File: src/mme_map.svh
// Purpose: named constants for monitor entry and the monitor serial link
// Assumes: 100 MHz system clock
// Notes:   figures are kept as printed; cycle counts derive from them
`ifndef MME_MAP_SVH
`define MME_MAP_SVH

`define MME_CLK_HZ        32'h05F5_E100
`define MME_BUS_EXT_HZ    32'h0025_8000
`define MME_BUS_INT_HZ    32'h000F_4240
`define MME_BAUD_DIV_EXT  16'h0100
`define MME_BAUD_DIV_INT  16'h00CE
`define MME_SEC_BYTES     4'h8
`define MME_BREAK_BITS    4'hA
`define MME_FRAME_BITS    4'hA
`define MME_DATA_BITS     4'h8
`define MME_VEC_ERASED    16'hFFFF
`define MME_TRIM_ERASED   8'hFF
`define MME_TRIM_DEFAULT  8'h80
`define MME_SYNC_RST      7'h01

`endif

File: src/mme_pkg.sv
// Purpose: shared types for monitor entry
// Assumes: nothing
// Notes:   constants live in mme_map.svh
package mme_pkg;

    typedef enum logic [1:0] {
        MODE_USER       = 2'h0,
        MODE_NORMAL     = 2'h1,
        MODE_FORCED_EXT = 2'h2,
        MODE_FORCED_INT = 2'h3
    } mon_mode_type;

    typedef enum logic [3:0] {
        ST_IDLE     = 4'b0001,
        ST_SECURITY = 4'b0010,
        ST_BREAK    = 4'b0100,
        ST_READY    = 4'b1000
    } link_state_type;

    typedef enum logic [3:0] {
        RX_IDLE  = 4'b0001,
        RX_START = 4'b0010,
        RX_DATA  = 4'b0100,
        RX_STOP  = 4'b1000
    } rx_state_type;

endpackage : mme_pkg

File: src/mon_link_if.sv
// Purpose: carries character requests and received bytes between control and engine
// Assumes: single clock domain
// Notes:   tx_req is a one-cycle pulse, honoured only while tx_busy is low
`timescale 1ns/1ps
interface mon_link_if;
    logic [15:0] bit_cycles;
    logic        tx_req;
    logic        tx_break;
    logic [7:0]  tx_byte;
    logic        tx_busy;
    logic        rx_valid;
    logic [7:0]  rx_byte;

    modport ctrl (
        output bit_cycles, tx_req, tx_break, tx_byte,
        input  tx_busy, rx_valid, rx_byte
    );
    modport engine (
        input  bit_cycles, tx_req, tx_break, tx_byte,
        output tx_busy, rx_valid, rx_byte
    );
endinterface : mon_link_if

File: src/mon_serial_engine.sv
// Purpose: half-duplex nrz character engine on the wired-or monitor line
// Assumes: line_i already synchronised; bit_cycles stable while in use
// Notes:   the line is only ever pulled low; the pullup makes every one
`timescale 1ns/1ps
`include "mme_map.svh"
module mon_serial_engine (
    input  wire logic       clk_sys_i,
    input  wire logic       resetn_i,
    input  wire logic       line_i,
    output logic            tx_low_o,
    mon_link_if.engine      link
);
    import mme_pkg::*;

    rx_state_type rx_state_q;
    logic [15:0]  rx_cnt_q;
    logic [3:0]   rx_bits_q;
    logic [7:0]   rx_sh_q;
    logic [9:0]   tx_sh_q;
    logic [3:0]   tx_bits_q;
    logic [15:0]  tx_cnt_q;

    // receive, sampled near mid-bit; own transmission is not heard back
    always_ff @(posedge clk_sys_i or negedge resetn_i) begin
        if (!resetn_i) begin
            rx_state_q    <= RX_IDLE;
            rx_cnt_q      <= 16'h0000;
            rx_bits_q     <= 4'h0;
            rx_sh_q       <= 8'h00;
            link.rx_valid <= 1'b0;
            link.rx_byte  <= 8'h00;
        end else begin
            link.rx_valid <= 1'b0;
            case (rx_state_q)
                RX_IDLE: begin
                    if (!line_i && !link.tx_busy) begin
                        rx_cnt_q   <= link.bit_cycles >> 1;
                        rx_state_q <= RX_START;
                    end
                end
                RX_START: begin
                    if (rx_cnt_q != 16'h0000) begin
                        rx_cnt_q <= rx_cnt_q - 16'h0001;
                    end else if (!line_i) begin
                        rx_cnt_q   <= link.bit_cycles - 16'h0001;
                        rx_bits_q  <= 4'h0;
                        rx_state_q <= RX_DATA;
                    end else begin
                        rx_state_q <= RX_IDLE; // glitch, not a start bit
                    end
                end
                RX_DATA: begin
                    if (rx_cnt_q != 16'h0000) begin
                        rx_cnt_q <= rx_cnt_q - 16'h0001;
                    end else begin
                        rx_sh_q  <= {line_i, rx_sh_q[7:1]};
                        rx_cnt_q <= link.bit_cycles - 16'h0001;
                        if (rx_bits_q == `MME_DATA_BITS - 4'h1) begin
                            rx_state_q <= RX_STOP;
                        end else begin
                            rx_bits_q <= rx_bits_q + 4'h1;
                        end
                    end
                end
                RX_STOP: begin
                    if (rx_cnt_q != 16'h0000) begin
                        rx_cnt_q <= rx_cnt_q - 16'h0001;
                    end else begin
                        rx_state_q <= RX_IDLE;
                        if (line_i) begin
                            link.rx_valid <= 1'b1;
                            link.rx_byte  <= rx_sh_q;
                        end
                    end
                end
                default: rx_state_q <= RX_IDLE;
            endcase
        end
    end

    // transmit: byte frame or all-zero break, lsb first
    always_ff @(posedge clk_sys_i or negedge resetn_i) begin
        if (!resetn_i) begin
            tx_sh_q      <= 10'h000;
            tx_bits_q    <= 4'h0;
            tx_cnt_q     <= 16'h0000;
            tx_low_o     <= 1'b0;
            link.tx_busy <= 1'b0;
        end else if (!link.tx_busy) begin
            if (link.tx_req) begin
                tx_sh_q      <= link.tx_break ? 10'h000 : {1'b1, link.tx_byte, 1'b0};
                tx_bits_q    <= `MME_FRAME_BITS;
                tx_cnt_q     <= link.bit_cycles - 16'h0001;
                tx_low_o     <= 1'b1;
                link.tx_busy <= 1'b1;
            end
        end else if (tx_cnt_q != 16'h0000) begin
            tx_cnt_q <= tx_cnt_q - 16'h0001;
        end else if (tx_bits_q == 4'h1) begin
            tx_low_o     <= 1'b0;
            link.tx_busy <= 1'b0;
        end else begin
            tx_sh_q   <= tx_sh_q >> 1;
            tx_low_o  <= !tx_sh_q[1];
            tx_bits_q <= tx_bits_q - 4'h1;
            tx_cnt_q  <= link.bit_cycles - 16'h0001;
        end
    end
endmodule : mon_serial_engine

File: src/monitor_mode_entry.sv
// Purpose: monitor mode entry selection and host link start-up
// Assumes: pins arrive asynchronously; vector and trim come from flash, same clock
// Notes:   selection is taken on the rising edge of the internal reset
//
// Summary of operation
// - monitor traffic uses only the serial pin
// - serial pin is wired-or, only pulled low
// - low interrupt pin with erased vector and no test voltage enables trimmed internal oscillator
// - programmed vector blocks entry without test voltage
// - test voltage entry uses external clock, 9600 baud
// - erased vector, high interrupt pin: external clock
// - erased vector, low interrupt pin: internal oscillator
// - mode captured on internal reset rising edge
// - baud is bus/256 external, bus/206 internal
// - wait for eight security bytes first
// - then send ten-zero break, ready for command
// - watchdog disabled in forced monitor mode
// - same baud rate for transmit and receive
`timescale 1ns/1ps
`include "mme_map.svh"
module monitor_mode_entry #(
    parameter int unsigned BIT_CYC_EXT = int'((64'(`MME_CLK_HZ) * 64'(`MME_BAUD_DIV_EXT))
                                              / 64'(`MME_BUS_EXT_HZ)),
    parameter int unsigned BIT_CYC_INT = int'((64'(`MME_CLK_HZ) * 64'(`MME_BAUD_DIV_INT))
                                              / 64'(`MME_BUS_INT_HZ))
) (
    input  wire logic          clk_sys_i,
    input  wire logic          resetn_i,
    input  wire logic          internal_reset_n_i,
    input  wire logic          power_on_reset_i,
    input  wire logic          interrupt_request_pin_i,
    input  wire logic          high_test_voltage_i,
    input  wire logic          mode_select_a_pin_i,
    input  wire logic          mode_select_b_pin_i,
    input  wire logic          serial_comm_pin_i,
    input  wire logic [15:0]   reset_vector_i,
    input  wire logic [7:0]    oscillator_trim_value_i,
    output logic               serial_comm_pin_o,
    output logic               serial_comm_pin_oe_o,
    output mme_pkg::mon_mode_type mon_mode_o,
    output logic               monitor_mode_o,
    output logic               forced_mode_o,
    output logic               internal_osc_en_o,
    output logic [7:0]         osc_trim_o,
    output logic               watchdog_disable_o,
    output logic               link_ready_o,
    output logic [7:0]         rx_byte_o,
    output logic               rx_valid_o
);
    import mme_pkg::*;

    localparam int SYNC_W = 7;
    localparam logic [SYNC_W-1:0] SYNC_RST = `MME_SYNC_RST;

    // pin order in the synchroniser vector
    localparam int S_LINE = 0;
    localparam int S_SELB = 1;
    localparam int S_SELA = 2;
    localparam int S_HIGH_TEST_VOLTAGE = 3;
    localparam int S_IRQ  = 4;
    localparam int S_POR  = 5;
    localparam int S_RSTN = 6;

    logic [SYNC_W-1:0] pins_raw;
    logic [SYNC_W-1:0] sync1_q;
    logic [SYNC_W-1:0] sync2_q;
    logic              rstn_dly_q;
    logic              reset_rise;
    logic              vec_blank;
    logic              trim_prog;
    mon_mode_type      mode_d;
    link_state_type    state_q;
    logic [3:0]        sec_cnt_q;
    logic [15:0]       bit_cycles_q;
    logic              tx_req_q;
    logic              tx_low;
    logic              vec_blank_q;
    logic [19:0]       low_run_q;

    mon_link_if link ();

    assign pins_raw = {internal_reset_n_i, power_on_reset_i, interrupt_request_pin_i,
                       high_test_voltage_i, mode_select_a_pin_i, mode_select_b_pin_i,
                       serial_comm_pin_i};

    // two flops per pin; the first is read by the second only
    genvar g;
    generate
        for (g = 0; g < SYNC_W; g++) begin : g_sync
            always_ff @(posedge clk_sys_i or negedge resetn_i) begin
                if (!resetn_i) begin
                    sync1_q[g] <= SYNC_RST[g];
                    sync2_q[g] <= SYNC_RST[g];
                end else begin
                    sync1_q[g] <= pins_raw[g];
                    sync2_q[g] <= sync1_q[g];
                end
            end
        end
    endgenerate

    always_ff @(posedge clk_sys_i or negedge resetn_i) begin
        if (!resetn_i) begin
            rstn_dly_q <= 1'b0;
        end else begin
            rstn_dly_q <= sync2_q[S_RSTN];
        end
    end

    assign reset_rise = sync2_q[S_RSTN] && !rstn_dly_q;
    assign vec_blank  = (reset_vector_i == `MME_VEC_ERASED);
    assign trim_prog  = (oscillator_trim_value_i != `MME_TRIM_ERASED);

    // entry decision from the sampled pins and the vector
    always_comb begin
        mode_d = MODE_USER;
        if (!sync2_q[S_POR] && (mon_mode_o == MODE_FORCED_EXT || mon_mode_o == MODE_FORCED_INT)) begin
            mode_d = mon_mode_o; // only power-on reset leaves forced mode
        end else if (sync2_q[S_HIGH_TEST_VOLTAGE]) begin
            if (sync2_q[S_SELA] && !sync2_q[S_SELB] && sync2_q[S_LINE]) begin
                mode_d = MODE_NORMAL;
            end
        end else if (vec_blank) begin
            mode_d = sync2_q[S_IRQ] ? MODE_FORCED_EXT : MODE_FORCED_INT;
        end
    end

    // mode held between reset edges so select pins may move freely
    always_ff @(posedge clk_sys_i or negedge resetn_i) begin
        if (!resetn_i) begin
            mon_mode_o        <= MODE_USER;
            monitor_mode_o    <= 1'b0;
            forced_mode_o     <= 1'b0;
            internal_osc_en_o <= 1'b0;
            osc_trim_o        <= `MME_TRIM_DEFAULT;
            vec_blank_q       <= 1'b0;
        end else if (reset_rise) begin
            mon_mode_o        <= mode_d;
            monitor_mode_o    <= (mode_d != MODE_USER);
            forced_mode_o     <= (mode_d == MODE_FORCED_EXT) || (mode_d == MODE_FORCED_INT);
            internal_osc_en_o <= (mode_d == MODE_FORCED_INT);
            osc_trim_o        <= trim_prog ? oscillator_trim_value_i : `MME_TRIM_DEFAULT;
            vec_blank_q       <= vec_blank;
        end
    end

    // bit period follows the clock source; one value serves both directions
    always_ff @(posedge clk_sys_i or negedge resetn_i) begin
        if (!resetn_i) begin
            bit_cycles_q <= 16'(BIT_CYC_EXT);
        end else if (reset_rise) begin
            bit_cycles_q <= (mode_d == MODE_FORCED_INT) ? 16'(BIT_CYC_INT) : 16'(BIT_CYC_EXT);
        end
    end

    // forced mode always; normal mode while test voltage stays applied
    always_ff @(posedge clk_sys_i or negedge resetn_i) begin
        if (!resetn_i) begin
            watchdog_disable_o <= 1'b0;
        end else begin
            watchdog_disable_o <= forced_mode_o || (mon_mode_o == MODE_NORMAL && sync2_q[S_HIGH_TEST_VOLTAGE]);
        end
    end

    // link start-up: security bytes, then break, then ready
    always_ff @(posedge clk_sys_i or negedge resetn_i) begin
        if (!resetn_i) begin
            state_q   <= ST_IDLE;
            sec_cnt_q <= 4'h0;
            tx_req_q  <= 1'b0;
        end else begin
            tx_req_q <= 1'b0;
            if (!sync2_q[S_RSTN]) begin
                state_q <= ST_IDLE;
            end else begin
                case (state_q)
                    ST_IDLE: begin
                        if (reset_rise && mode_d != MODE_USER) begin
                            state_q   <= ST_SECURITY;
                            sec_cnt_q <= 4'h0;
                        end
                    end
                    ST_SECURITY: begin
                        if (link.rx_valid) begin
                            if (sec_cnt_q == `MME_SEC_BYTES - 4'h1) begin
                                state_q  <= ST_BREAK;
                                tx_req_q <= 1'b1;
                            end
                            sec_cnt_q <= sec_cnt_q + 4'h1;
                        end
                    end
                    ST_BREAK: begin
                        if (!tx_req_q && !link.tx_busy) begin
                            state_q <= ST_READY;
                        end
                    end
                    ST_READY: begin
                        // a released interrupt pin drops the internal clock session
                        if (mon_mode_o == MODE_FORCED_INT && sync2_q[S_IRQ]) begin
                            state_q <= ST_IDLE;
                        end
                    end
                    default: state_q <= ST_IDLE;
                endcase
            end
        end
    end

    always_ff @(posedge clk_sys_i or negedge resetn_i) begin
        if (!resetn_i) begin
            link_ready_o <= 1'b0;
            rx_valid_o   <= 1'b0;
            rx_byte_o    <= 8'h00;
        end else begin
            link_ready_o <= (state_q == ST_READY);
            rx_valid_o   <= (state_q == ST_READY) && link.rx_valid;
            rx_byte_o    <= link.rx_valid ? link.rx_byte : rx_byte_o;
        end
    end

    assign link.bit_cycles = bit_cycles_q;
    assign link.tx_req     = tx_req_q;
    assign link.tx_break   = 1'b1; // only the break is sent from here
    assign link.tx_byte    = 8'h00;

    mon_serial_engine u_engine (
        .clk_sys_i (clk_sys_i),
        .resetn_i  (resetn_i),
        .line_i    (sync2_q[S_LINE]),
        .tx_low_o  (tx_low),
        .link      (link)
    );

    // pin only ever driven to zero; pullup restores the idle level
    always_ff @(posedge clk_sys_i or negedge resetn_i) begin
        if (!resetn_i) begin
            serial_comm_pin_o    <= 1'b0;
            serial_comm_pin_oe_o <= 1'b0;
        end else begin
            serial_comm_pin_o    <= 1'b0;
            serial_comm_pin_oe_o <= tx_low && monitor_mode_o;
        end
    end

    // helper: length of the current low drive
    always_ff @(posedge clk_sys_i or negedge resetn_i) begin
        if (!resetn_i) begin
            low_run_q <= 20'h0_0000;
        end else if (serial_comm_pin_oe_o) begin
            low_run_q <= low_run_q + 20'h0_0001;
        end else begin
            low_run_q <= 20'h0_0000;
        end
    end
endmodule : monitor_mode_entry

File: config.mk
export PLATFORM = sky130hd
export DESIGN_NAME = monitor_mode_entry
export DESIGN_NICKNAME = d
export VERILOG_FILES = /design/src/mme_pkg.sv /design/src/mon_link_if.sv /design/src/mon_serial_engine.sv /design/src/monitor_mode_entry.sv
export VERILOG_INCLUDE_DIRS = /design/src
export SDC_FILE = /design/constraint.sdc
export NUM_CORES = 1
export LEC_CHECK = 0
export BUFFER_PORTS_ARGS = -buffer_cell sky130_fd_sc_hd__clkbuf_2
export CAP_MARGIN = 0
export CELL_PAD_IN_SITES_DETAIL_PLACEMENT = 0
export CELL_PAD_IN_SITES_GLOBAL_PLACEMENT = 1
export CORE_AREA = 2 2 118 120
export CTS_CLUSTER_DIAMETER = 60
export DETAILED_ROUTE_END_ITERATION = 16
export DIE_AREA = 0 0 120 122
export GPL_TIMING_DRIVEN = 1
export HOLD_SLACK_MARGIN = 0.12
export PLACE_DENSITY = 0.84
export SLEW_MARGIN = 10
export SYNTH_ARGS = -nofsm -noshare
export SYNTH_HDL_FRONTEND = slang
export SYNTH_HIERARCHICAL = 1
export SYNTH_SLANG_ARGS = --single-unit
File: constraint.sdc
create_clock -name clk_sys_i -period 3.4 [get_ports clk_sys_i]
set_input_delay 0.34 -clock clk_sys_i [delete_from_list [all_inputs] [get_ports clk_sys_i]]
set_output_delay 0.34 -clock clk_sys_i [all_outputs]
set_load 0.01 [all_outputs]
After elaboration in Yosys (flattened, before gate mapping). Index checks and enable logic that the tools add are counted.

Bits in registers: 138. Word-level logic and storage cells: 184.

$add $sub $neg: 6. Eq/ne operators: 37. Muxes and demuxes: 62. Bitwise operators: 1. Reduce and logical (&&, ||, !) cells: 38.

Operators with widths (number): 2-to-1 mux 16 bit (9); 2-to-1 mux 4 bit (21); case mux 16 bit (4 select lines) (1); subtractor 16 x 1 -> 16 bit (second input constant) (3); 2-to-1 mux 10 bit (4); case mux 4 bit (4 select lines) (2); nonzero test 16 bit (2); 2-to-1 mux 1 bit (17); == test 16 bit (second input constant) (1); == test 4 x 3 -> 1 bit (second input constant) (4); inequality test 2 bit (second input constant) (8); case mux 4 bit (2 select lines) (2); 2-to-1 mux 15 bit (1); inequality test 3 bit (second input constant) (5); AND reduction 5 bit (3); == test 4 x 1 -> 1 bit (second input constant) (3); logical AND 1 bit (11); adder 4 x 1 -> 4 bit (second input constant) (2); == test 2 bit (second input constant) (4); == test 4 x 2 -> 1 bit (second input constant) (2); == test 4 bit (second input constant) (2); 2-to-1 mux 8 bit (1); inequality test 2 x 1 -> 1 bit (second input constant) (4); inequality test 8 bit (second input constant) (1); other kinds (13) (31).

Depth between registers and ports, before layout. Gate-level depths: netlist (run 1).

Depth after elaboration: 11. Gate-level depth with buffers: 10. Gate-level depth less buffers: 9.

Modules after synthesis. The synthesis (run 1) kept the hierarchy.

By module, submodules not included: mon_serial_engine (times used 1, cells an instance 453, area an instance 4190.3 um^2, seq. area each 1803.0 um^2); monitor_mode_entry (times used 1, cells an instance 154, area an instance 1939.4 um^2, seq. area each 1257.5 um^2).

Worst setup path before layout (run 1). OpenSTA, ideal clock, no wires.

Path type: reg-to-reg. Start: register u_engine.rx_cnt_q[0]. End: register u_engine.rx_bits_q[3]. Library setup time: 0.132 ns. Data arrival time: 2.535 ns. Data required time: 3.268 ns. Path slack: 0.733 ns. Stages on the path, launching flop included: 10. Buffers on the path: 1. Period minus slack after synthesis: 2.667 ns. Path through: dfrtp_1 inv_1 ha_1 or4b_4 or4b_1 buf_2 a2111o_1 nor2_1 xnor2_1 nor2_1.

Longest elaborated chain between the ends: 3. Elaborated cells on any way between the ends: 4.

RTL lines: start, declared (line mon_serial_engine.sv:16) `logic [15:0] rx_cnt_q;`; start signal, assigned (line mon_serial_engine.sv:37) `rx_cnt_q <= link.bit_cycles >> 1;`; start signal, assigned (line mon_serial_engine.sv:43) `rx_cnt_q <= rx_cnt_q - 16'h0001;`; start signal, assigned (line mon_serial_engine.sv:45) `rx_cnt_q <= link.bit_cycles - 16'h0001;`; nonzero test 16 bit * (line mon_serial_engine.sv:42, mon_serial_engine.sv:53); inequality test 2 bit (no line); AND reduction 5 bit (no line) *; end signal, assigned (line mon_serial_engine.sv:61) `rx_bits_q <= rx_bits_q + 4'h1;`; end, declared (line mon_serial_engine.sv:17) `logic [3:0] rx_bits_q;`.

Mark *: on every way between the ends. The rest lies on a longest branch, timed or not. A chain may end at the register's enable or synchronous reset.

Final worst setup path (run 1).
Start: register u_engine.rx_cnt_q[0]. End: register u_engine.rx_cnt_q[13].

Longest elaborated chain between the ends: 3. Elaborated cells on any way between the ends: 9.

RTL lines: subtractor 16 x 1 -> 16 bit / nonzero test 16 bit (equally long branches); 2-to-1 mux 16 bit (tied with other cells) (line mon_serial_engine.sv:66) `if (rx_cnt_q != 16'h0000) begin`; case mux 16 bit (4 select lines) / AND reduction 4 bit (equally long branches).

Parallel ways exist; a longest one is shown, timed or not. The select of a mux whose other input is x is not followed.

==> impl_results.md, run 1 <==
- Status: finished clean
- R2R depth: 8
- GR Overflow Total: 0
- CTS Hold Bufs: 9
- Worst EP required: 3.70 ns
- Endpoint, Worst Hold: osc_trim_o[1]$_DFFE_PN0P_
- Critical path launch point type: flip-flop
- First-pass GRT wire length: 24500 um
- Top cells by count, synth: dfrtp_1 (116), nor2_1 (59), nand2_1 (51)
- Share of the yosys chip area belonging to registers: approximately half
- Maximum clock rate: ~330 MHz
- Setup repair bufs after CTS: 0
- Setup TNS: 0 ns
- Synth top area share: between 40% and 50%
- Via/cell ratio: roughly 5.5
- DR WL/cell: 15.7 um
- Final Hold Viols: 0
- Largest area contributor in the netlist: dfrtp_1
- Routed vias: just over 5k
- Routed Antenna Nets: 0
- Setup Skew: 0.00498 ns
- Post-cts resize count: 0
- LEAKAGE: 3.41 nW
- Pins Over Slew Limit: 0
- Routed wl met2: between 7000 and 8000 um
- Row cnt: 43
- Core ar.: approximately 14000 um^2
- Die area: 14600 um^2
- Distinct cells, synth: 75
- Iteration-0 DRC Markers: 318
- Critical Path AT: 3.31 ns
- Tightest Pin Transition: approximately 0.92 ns
- Crit-path max FO: 25
- Cell area power density: 665 nW/um^2
- Hold_sp: oscillator_trim_value_i[1]
- WL final: 14500 um
- Tcrit/Tclk final: 88.4%
- Fin area: roughly 7500 um^2
- Latest clock arrival within the worst-skew pair: between 0.4 and 0.5 ns
- Worst min path class: in2reg
- Switch Pwr: 1.62 mW
- Nets: 773
- Met3 WL: 613 um
- Peak VDD IR: between 0.3 and 0.4 mV
- Clk buf depth: 2
- Max-cap viol count: 0
- Critical Path Sink Type: flip-flop
- Period minus WS final: 3.01 ns
- Top sig layer: met4
- Layout cells sized above 1: 20.0%
- CTS tree: yes
- Combinational Power Share: 23.4%
- Average cell area after synthesis: 10.1 um^2
- I/O Buffers: 57
- Most frequent cell after synthesis: dfrtp_1
- IO Count: 59
- Final setup violation count: 0
- Post-DP Area: 6830 um^2
- Die Wd: 120 um
- Critical path class: reg2reg
- TritonCTS Buffers: 17
- Hpwl dp: 9910 um
- Die span in y: between 100 and 150 um
- RSZ-0062 raised after global routing: no
- Global-route usage over all layers: 21.2%
- Mapped Cells: 607
- Internal: around 3.4 mW
- # fillers: 1181
- Gpl congestion: 0.858
- Hold Path Stages: 2
- Design Power: 5.00 mW
- Main flop type after synthesis: dfrtp_1
- Sequential power share: 40.0%
- FF-to-FF End: u_engine/rx_cnt_q[13]$_DFFE_PN0P_
- Clock-pin slew on the worst setup and hold paths: around 0.060 ns
- Largest net degree at the start of global routing: 69
- Drt first pass iters: 5
- Clk pwr share: 36.6%
- Yosys reg bits: 122
- Share of async-settable or async-resettable flops after synthesis: between 90% and 100%
- Post-synth EDFFs: 0
- Mapped Area: a little over 6000 um^2
- Post-Route M1 WL: 6590 um
- Vias in the first global route: 5035
- Switching Fraction: 32.4%
- H-tree levels: 4
- Reg2reg start: u_engine/rx_cnt_q[0]$_DFFE_PN0P_
- CTS root buf: clkbuf_16
- N_diodes: 0
- Area Overhead vs Synth: 22.7%
- Reg2Reg Setup Slack: 0.39 ns
- Drc violations: 0
- Clock Sinks: 122
- YS warnings: 6
- Initial antenna violation count: 0
- Hold slack: about 0.16 ns
- Top area cells in the synthesized netlist: dfrtp_1 (47%), mux2_2 (4.4%), nor2_1 (3.6%)
- Rel. slew slack: 38.0%
- Initial Util: 45.4%
==> worst max-delay path, stage by stage, from the launching register on <==
cell,delay (ns)
dfrtp_1,0.41
inv_1,0.09
ha_1,0.21
or4b_4,0.51
or4b_1,0.69
o21a_1,0.51
clkinv_1,0.28
nand2b_1,0.08
o311a_1,0.10
==> metal layers <==
layer / up-vias / track usage [%]
li1: 2451 / -
met3: 24 / 4.92
met5: - / 0
met1: 2469 / 27.6
met2: 139 / 34.5
met4: 0 / 8.38
==> cell families (layout without fill, tap and decap cells) <==
group	count (synthesis)	count (layout)	synth area share, %
adders and majority gates	8	8	1.63
and+or+nand+nor	241	241	21.1
xor gates and xnor gates	19	19	2.71
muxes	25	25	4.57
other	2	51	0.123
buffers and inverters	39	127	2.53
AOI/OAI and AO/OA	151	151	17.4
DFF	122	122	49.9
==> cell type report <==
class	instances	area (um^2)	share of cell area, %
clock inverter	13	169	2.25
tap	180	225	2.99
clock buffer	18	429	5.71
multi-input combinational	495	3100	41.2
inverter	20	75.1	0.998
sequential	122	3060	40.7
timing repair buffer	76	465	6.19
==> how the worst max path moves through the flow <==
stage               slack, ns                           endpoint                             start
finish                   0.39  u_engine/rx_cnt_q[13]$_DFFE_PN0P_  u_engine/rx_cnt_q[0]$_DFFE_PN0P_
global route             0.17  u_engine/rx_cnt_q[15]$_DFFE_PN0P_  u_engine/rx_cnt_q[0]$_DFFE_PN0P_
CTS                      0.41  u_engine/rx_cnt_q[13]$_DFFE_PN0P_  u_engine/rx_cnt_q[0]$_DFFE_PN0P_
detailed placement       0.44  u_engine/rx_cnt_q[13]$_DFFE_PN0P_  u_engine/rx_cnt_q[0]$_DFFE_PN0P_
global placement         0.51  u_engine/rx_cnt_q[13]$_DFFE_PN0P_  u_engine/rx_cnt_q[0]$_DFFE_PN0P_
floorplan                0.73  u_engine/rx_bits_q[3]$_DFFE_PN0P_  u_engine/rx_cnt_q[0]$_DFFE_PN0P_
==> state kept, by name (all words and copies together), names as in the netlist, 2 cells and up <==
register,cells
state_q,4
u_engine/rx_bits_q,4
u_engine/tx_bits_q,4
u_engine/rx_cnt_q,16
mon_mode_o,2
sync2_q,7
u_engine/rx_state_q,4
sync1_q,7
rx_byte_o,8
u_engine/tx_sh_q,9
u_engine/rx_sh_q,8
u_engine/tx_cnt_q,16
u_engine/link.rx_byte,8
bit_cycles_q,2
osc_trim_o,8
sec_cnt_q,4
==> per-stage QoR <==
step | setup slack [ns] | cells | utilization [%]
floorplan | 0.733 | 656 | -
global placement | 0.513 | 884 | 50.6
detailed placement | 0.441 | 884 | 50.6
CTS | 0.412 | 924 | 55.7
global route | 0.170 | 924 | 55.7
finish | 0.394 | 924 | 55.7
==> cell usage in the layout, fill, tap and decap left out, types with 9 or more instances in the layout <==
master and n:
xor2_1 9, clkbuf_2 56, a21oi_1 24, dfrtp_1 116, inv_1 18, nand2b_1 16, conb_1 51, dlygate4sd3_1 9
mux2_2 24, xnor2_1 10, nor3_1 23, nor2_1 59, nand2_1 51, buf_4 10, nand3_1 15, clkbuf_16 17
a22o_1 14, o21ai_0 39
==> power groups by stage <==
stage          Combinational (mW)  Sequential [mW]  Clock (mW)
3_5_place_dp                 1.14             2.01           0
2_1_floorplan               0.880             1.93           0
4_1_cts                      1.16             1.99        1.86
6_report                     1.17             2.00        1.83
3_3_place_gp                 1.11             2.00           0
5_1_grt                      1.31             2.04        1.93
No activity file was read; power rests on OpenSTA's default activity.
==> inputs of run 2 (changes only) <==
--- a/config.mk
+++ b/config.mk
@@ -10,13 +10,14 @@
 export CAP_MARGIN = 0
 export CELL_PAD_IN_SITES_DETAIL_PLACEMENT = 0
 export CELL_PAD_IN_SITES_GLOBAL_PLACEMENT = 1
-export CORE_AREA = 2 2 118 120
+export CORE_AREA = 2 2 117 119
+export CTS_BUF_LIST = sky130_fd_sc_hd__clkbuf_4 sky130_fd_sc_hd__clkbuf_8
 export CTS_CLUSTER_DIAMETER = 60
 export DETAILED_ROUTE_END_ITERATION = 16
-export DIE_AREA = 0 0 120 122
+export DIE_AREA = 0 0 119 121
 export GPL_TIMING_DRIVEN = 1
 export HOLD_SLACK_MARGIN = 0.12
-export PLACE_DENSITY = 0.84
+export PLACE_DENSITY = 0.85
 export SLEW_MARGIN = 10
 export SYNTH_ARGS = -nofsm -noshare
 export SYNTH_HDL_FRONTEND = slang
==> constraint.sdc (replaced) <==
create_clock -name clk_sys_i -period 3.4 [get_ports clk_sys_i]
set_input_delay 0.34 -clock clk_sys_i [delete_from_list [all_inputs] [get_ports clk_sys_i]]
set_output_delay 0.34 -clock clk_sys_i [all_outputs]
set_load 0.05 [all_outputs]
==> impl_results.md, run 2 (synthesized netlist as in run 1, its figures left out) <==
- Clock Sinks: 122
- IO Count: 59
- LEAKAGE: 3.34 nW
- Switch Pwr: ~1.7 mW
- Die Wd: about 120 um
- Peak VDD IR: 0.463 mV
- Critical Path Sink Type: flip-flop
- Drc violations: 0
- Critical path class: reg2reg
- Worst min path class: in2reg
- Tcrit/Tclk final: about nine tenths
- Fin cells: 924
- Iteration-0 DRC Markers: 360
- Row cnt: 42
- Setup TNS: 0 ns
- Area Overhead vs Synth: 19.9%
- Internal: ~2.9 mW
- Gpl congestion: 0.847
- RSZ-0062 raised after global routing: no
- Vias in the first global route: 4895
- Global-route usage over all layers: 20.9%
- WL final: around 14000 um
- Worst-path cell chain: inv_1 > ha_1 > or4b_4 > or4b_1 > o21a_1 > clkinv_1 > nand2b_1 > o311a_1
- CTS tree: yes
- Sequential power share: 44.4%
- Initial antenna violation count: 0
- Die area: 14400 um^2
- Crit-path max FO: 25
- Critical Path AT: between 3 and 4 ns
- TritonCTS Buffers: 17
- Maximum clock rate: 328 MHz
- Layout cells sized above 1: between 10% and 20%
- Status: finished clean
- I/O Buffers: 57
- Drt first pass iters: 5
- Placed cells: 878
- Critical path launch point type: flip-flop
- Commonest cells after routing, fill and taps aside: dfrtp_1 (116), nor2_1 (59), clkbuf_2 (56)
- CTS root buf: clkbuf_8
- DR WL/cell: 15.6 um
- Clk buf depth: 2
- Crit-path max cell delay: about 0.69 ns
- First-pass GRT wire length: 23700 um
- Tightest Pin Transition: 0.926 ns
- Cell area power density: just over 600 nW/um^2
- Initial Util: 46.8%
- H-tree levels: 4
- Biggest regs: u_engine/rx_cnt_q: 16 flops, u_engine/tx_cnt_q: 16 flops, u_engine/tx_sh_q: 9 flops
- Combinational Power Share: 27.3%
- Via/cell ratio: 5.49
- Latest clock arrival within the worst-skew pair: 0.44 ns
- Routed vias: 5072
- Max-cap viol count: 0
- Setup Skew: 0.00960 ns
- Worst EP required: approximately 3.7 ns
- Clk pwr share: 28.3%
- Worst path slowest cell: or4b_1
- Final setup violation count: 0
- Core ar.: 13100 um^2
- Final Hold Viols: 0
- Rel. slew slack: between 30% and 40%
- Routed Antenna Nets: 0
- Largest net degree at the start of global routing: 73
- Most common cell after layout, fill and taps aside: dfrtp_1
- Switching Fraction: 36.8%
- Hpwl dp: 10100 um
- Die span in y: 121 um
- Clock-pin slew on the worst setup and hold paths: 0.08 ns
- Nets: 776
- Period minus WS final: just over 3 ns
- N_diodes: 0
- Pins Over Slew Limit: 0
- GR Overflow Total: 0
## run 2: cell count changes in the layout (fill, tap and decap cells not counted), moves of 3 or more
cell	change
clkbuf_8	+19
dlygate4sd3_1	+5
clkbuf_16	-17
clkinvlp_4	-3
## run 2: path summary, 6_finish.rpt
path / startpoint / to / slack, ns / depth (start not counted)
worst max-delay path: u_engine/rx_cnt_q[0]$_DFFE_PN0P_ / u_engine/rx_cnt_q[13]$_DFFE_PN0P_ / 0.35 / 8
worst min-delay path: oscillator_trim_value_i[3] / osc_trim_o[3]$_DFFE_PN0P_ / 0.16 / 2
worst max register to register: u_engine/rx_cnt_q[0]$_DFFE_PN0P_ / u_engine/rx_cnt_q[13]$_DFFE_PN0P_ / 0.35 / 8
worst min register to register: sync1_q[2]$_DFF_PN0_ / sync2_q[2]$_DFF_PN0_ / 0.35 / 0
max in group asynchronous: resetn_i / sync1_q[0]$_DFF_PN1_ / 1.98 / 3
min in group asynchronous: resetn_i / u_engine/tx_sh_q[2]$_DFFE_PN0P_ / 0.57 / 2
## run 2: worst max-delay path: cells and delay by family (launching register included)
family / cells / cell delay (ns)
buf+inv: 2 / 0.38
compound gates: 2 / 0.64
flops: 1 / 0.41
fa+ha+maj: 1 / 0.21
simple gates: 3 / 1.29
## run 2: what timing repair did
item                                   CTS  global route
gates resized for setup                  0             0
buffers inserted                         0             0
endpoints found under the hold margin   81             1
hold buffers                            13             1
## run 2: power groups by stage
stage                     clock network, mW  logic (mW)  registers, mW
after floorplan                           0       0.882           2.00
after global placement                    0        1.17           2.00
after detailed placement                  0        1.21           2.01
after CTS                              1.31        1.22           2.00
after global routing                   1.39        1.37           2.04
final                                  1.28        1.23           2.00
## run 2: area by class of cell
type                            instances  area, um^2
Multi-Input combinational cell        495        3100
Clock inverter                         13         133
Sequential cell                       122        3060
Clock buffer                           19         262
Inverter                               20        75.1
Fill cell                            1136        5740
Tap cell                              176         220
Timing Repair Buffer                   79         500
## run 2: through the flow
| stage | total power [mW] | setup slack, ns | hold slack, ns | utilization, % | area (um^2) |
|---|---|---|---|---|---|
| 2_1_floorplan | 2.88 | 0.733 | 0.0444 | - | 6310 |
| 3_3_place_gp | 3.17 | 0.481 | 0.334 | 52.1 | 6810 |
| 4_1_cts | 4.52 | 0.384 | 0.121 | 56.1 | 7340 |
| 6_report | 4.51 | 0.353 | 0.157 | 56.2 | 7350 |
| 3_5_place_dp | 3.22 | 0.391 | 0.335 | 52.1 | 6810 |
| 5_1_grt | 4.80 | 0.183 | 0.126 | 56.2 | 7350 |
## run 2: layer usage
| layer | part of all wire, % | global-route usage (%) |
|---|---|---|
| met1 | 46 | 27.3 |
| met3 | 3.5 | 5.03 |
| met2 | 49 | 34.6 |
| met5 | 0 | 0 |
| met4 | 1.4 | 6.55 |
==> inputs of run 3 (changes only) <==
--- a/config.mk
+++ b/config.mk
@@ -6,19 +6,20 @@
 export SDC_FILE = /design/constraint.sdc
 export NUM_CORES = 1
 export LEC_CHECK = 0
+export ABC_AREA = 1
 export BUFFER_PORTS_ARGS = -buffer_cell sky130_fd_sc_hd__clkbuf_2
 export CAP_MARGIN = 0
 export CELL_PAD_IN_SITES_DETAIL_PLACEMENT = 0
 export CELL_PAD_IN_SITES_GLOBAL_PLACEMENT = 1
-export CORE_AREA = 2 2 117 119
+export CORE_AREA = 2 2 126 128
 export CTS_BUF_LIST = sky130_fd_sc_hd__clkbuf_4 sky130_fd_sc_hd__clkbuf_8
 export CTS_CLUSTER_DIAMETER = 60
 export DETAILED_ROUTE_END_ITERATION = 16
-export DIE_AREA = 0 0 119 121
+export DIE_AREA = 0 0 128 130
 export GPL_TIMING_DRIVEN = 1
 export HOLD_SLACK_MARGIN = 0.12
-export PLACE_DENSITY = 0.85
-export SLEW_MARGIN = 10
+export PLACE_DENSITY = 0.87
+export SLEW_MARGIN = 40
 export SYNTH_ARGS = -nofsm -noshare
 export SYNTH_HDL_FRONTEND = slang
 export SYNTH_HIERARCHICAL = 1
==> impl_results.md, run 3 <==
- N_diodes: 0
- Tcrit/Tclk final: 63.4%
- RSZ-0062 raised after global routing: no
- Design Power: 4.55 mW
- Die area: between 15000 and 20000 um^2
- Gpl congestion: between 0.8 and 0.9
- Post-cts resize count: 0
- Period minus WS final: roughly 2.2 ns
- Global-route usage over all layers: 20.3%
- Met3 GRT Util: 4.67%
- Yosys reg bits: 122
- CTS root buf: clkbuf_8
- Post-Synth Adder-Cell Area: 1.45%
- Met1 Usage GRT: 27.2%
- Worst min path class: in2reg
- Hold slack: between 0.1 and 0.15 ns
- Mapped Area: around 7000 um^2
- Latest clock arrival within the worst-skew pair: 0.45 ns
- Via/cell ratio: 4.83
- XOR/XNOR Fraction of Synth Area: 2.91%
- Critical Path AT: roughly 2.5 ns
- Drt first pass iters: 6
- Clk buf depth: 2
- Most common cell after layout, fill and taps aside: nand2_1
- Critical path launch point type: flip-flop
- Synth top area share: 41.9%
- Drc violations: 0
- Hpwl dp: 11600 um
- Share of the yosys chip area belonging to registers: about 44%
- # fillers: roughly 1.5k
- Row cnt: 46
- Met2 Usage GRT: 33.6%
- Critical path class: reg2reg
- GRT Max-Usage Layer: met2
- Distinct cells, synth: 48
- Initial Util: between 40% and 50%
- Setup Skew: 0.0122 ns
- Die span in y: 130 um
- IO Count: between 50 and 60
- H-tree levels: 4
- Maximum clock rate: around 460 MHz
- Largest net degree at the start of global routing: 63
- Main flop type after synthesis: dfrtp_1
- CTS tree: yes
- Simple-gate share of the synthesized area: 34.6%
- Critical Path Sink Type: flip-flop
- Most frequent cell after synthesis: nand2_1
- Routed Antenna Nets: 0
- Pins Over Slew Limit: 0
- Crit-path max FO: 16
- Clock-pin slew on the worst setup and hold paths: around 0.080 ns
- Average cell area after synthesis: 7.63 um^2
- I/O Buffers: 57
- Initial antenna violation count: 0
- Biggest regs: u_engine/rx_cnt_q: 16 flops, u_engine/tx_cnt_q: 16 flops, u_engine/tx_sh_q: 9 flops
- WL final: 15900 um
- Share of async-settable or async-resettable flops after synthesis: 100%
- TritonCTS Buffers: 17
- Final setup violation count: 0
- Mux share of post-synthesis cell area: 0%
- YS warnings: 6
- Complex-gate fraction of the synthesized area: 8.87%
- Rel. slew slack: 49.8%
- Mapped Cells: around 910
- Status: finished clean
- Tightest Pin Transition: about 0.75 ns
- Commonest cells after routing, fill and taps aside: nand2_1 (285), dfrtp_1 (116), nor2_1 (98)
- Core ar.: 15400 um^2
- Max-cap viol count: 0
- Top area cells in the synthesized netlist: dfrtp_1 (42%), nand2_1 (15%), nand3_1 (5.9%)
- Largest area contributor in the netlist: dfrtp_1
- Clock Sinks: 122
- Die Wd: around 130 um
- Largest family of logic cells by synthesized area: simple AND/OR/NAND/NOR gates
- Final Hold Viols: 0
- Worst EP required: between 3 and 4 ns
- First-pass GRT wire length: roughly 27000 um
- Area Overhead vs Synth: 16.5%
- Peak VDD IR: around 0.27 mV
- Cell area power density: between 500 and 600 nW/um^2
- Post-synth EDFFs: 0
- Top cells by count, synth: nand2_1 (285), dfrtp_1 (116), nor2_1 (98)
- DR WL/cell: 13.0 um
- Layout cells sized above 1: 17.2%
- Routed vias: 5912
- LEAKAGE: 4.00 nW
- GR Overflow Total: 0
- Vias in the first global route: 5503
- Iteration-0 DRC Markers: 338
- Nets: 1060
- Setup TNS: 0 ns
run 3: final timing paths:
check	from	endpoint	slack, ns	cells after the start
max	u_engine/tx_cnt_q[0]$_DFFE_PN0P_	u_engine/tx_cnt_q[13]$_DFFE_PN0P_	1.25	11
min	oscillator_trim_value_i[1]	osc_trim_o[1]$_DFFE_PN0P_	0.15	3
max reg2reg	u_engine/tx_cnt_q[0]$_DFFE_PN0P_	u_engine/tx_cnt_q[13]$_DFFE_PN0P_	1.25	11
min reg2reg	sync1_q[5]$_DFF_PN0_	sync2_q[5]$_DFF_PN0_	0.36	0
max in group asynchronous	resetn_i	bit_cycles_q[13]$_DFFE_PN1P_	2.23	3
min in group asynchronous	resetn_i	u_engine/tx_cnt_q[9]$_DFFE_PN0P_	0.43	2
run 3: cell families (layout without fill, tap and decap cells):
kind of cell | count (synthesis) | in the layout
DFF | 122 | 122
AOI/OAI and AO/OA | 97 | 97
xor gates and xnor gates | 23 | 23
other | 2 | 43
buffers and inverters | 120 | 203
and+or+nand+nor | 536 | 536
adders and majority gates | 8 | 8
run 3: cell type report:
cell class	count	area, um^2	area share (%)
multi-input cells	707	3480	43.1
flip-flops and latches	122	3060	37.9
repair buffers	70	433	5.37
inverters	101	388	4.81
clock buffers	19	255	3.16
well taps	192	240	2.98
clock inverters	13	214	2.65
run 3: report_power, final:
part | internal (mW) | leakage [nW] | switching, mW
sequential | 1.60 | 1.49 | 0.143
combinational | 0.400 | 2.28 | 0.870
clock | 0.910 | 0.231 | 0.633
total | 2.91 | 4.00 | 1.65
run 3: metrics by stage:
step	utilization (%)	instance area, um^2	std cells	setup WS (ns)
2_1_floorplan	-	7080	949	1.75
3_3_place_gp	48.5	7480	1182	1.33
3_5_place_dp	48.7	7500	1183	1.24
4_1_cts	52.3	8060	1224	1.25
5_1_grt	52.3	8070	1224	0.979
6_report	52.3	8070	1224	1.25
run 3: layer usage:
metal  up-vias  share of wire, %
met5         -                 0
met4         0              0.99
met3        17               3.7
met2       125                46
met1      2694                49
li1       3076                 -
run 3: what timing repair did:
| item | CTS | global route |
|---|---|---|
| endpoints found under the setup margin | 0 | 0 |
| hold buffers | 9 | 0 |
| setup buffers | 0 | 0 |
| hold endpoints to repair | 43 | 0 |
run 3: worst max-delay path, cell delays in order, from the launching register on:
cell,delay (ns)
dfrtp_1,0.38
inv_1,0.17
ha_1,0.18
inv_1,0.04
nor2_1,0.07
nand4_1,0.11
o21ai_1,0.15
buf_4,0.19
nand2_1,0.35
inv_1,0.28
nand2_1,0.07
o21ai_0,0.08
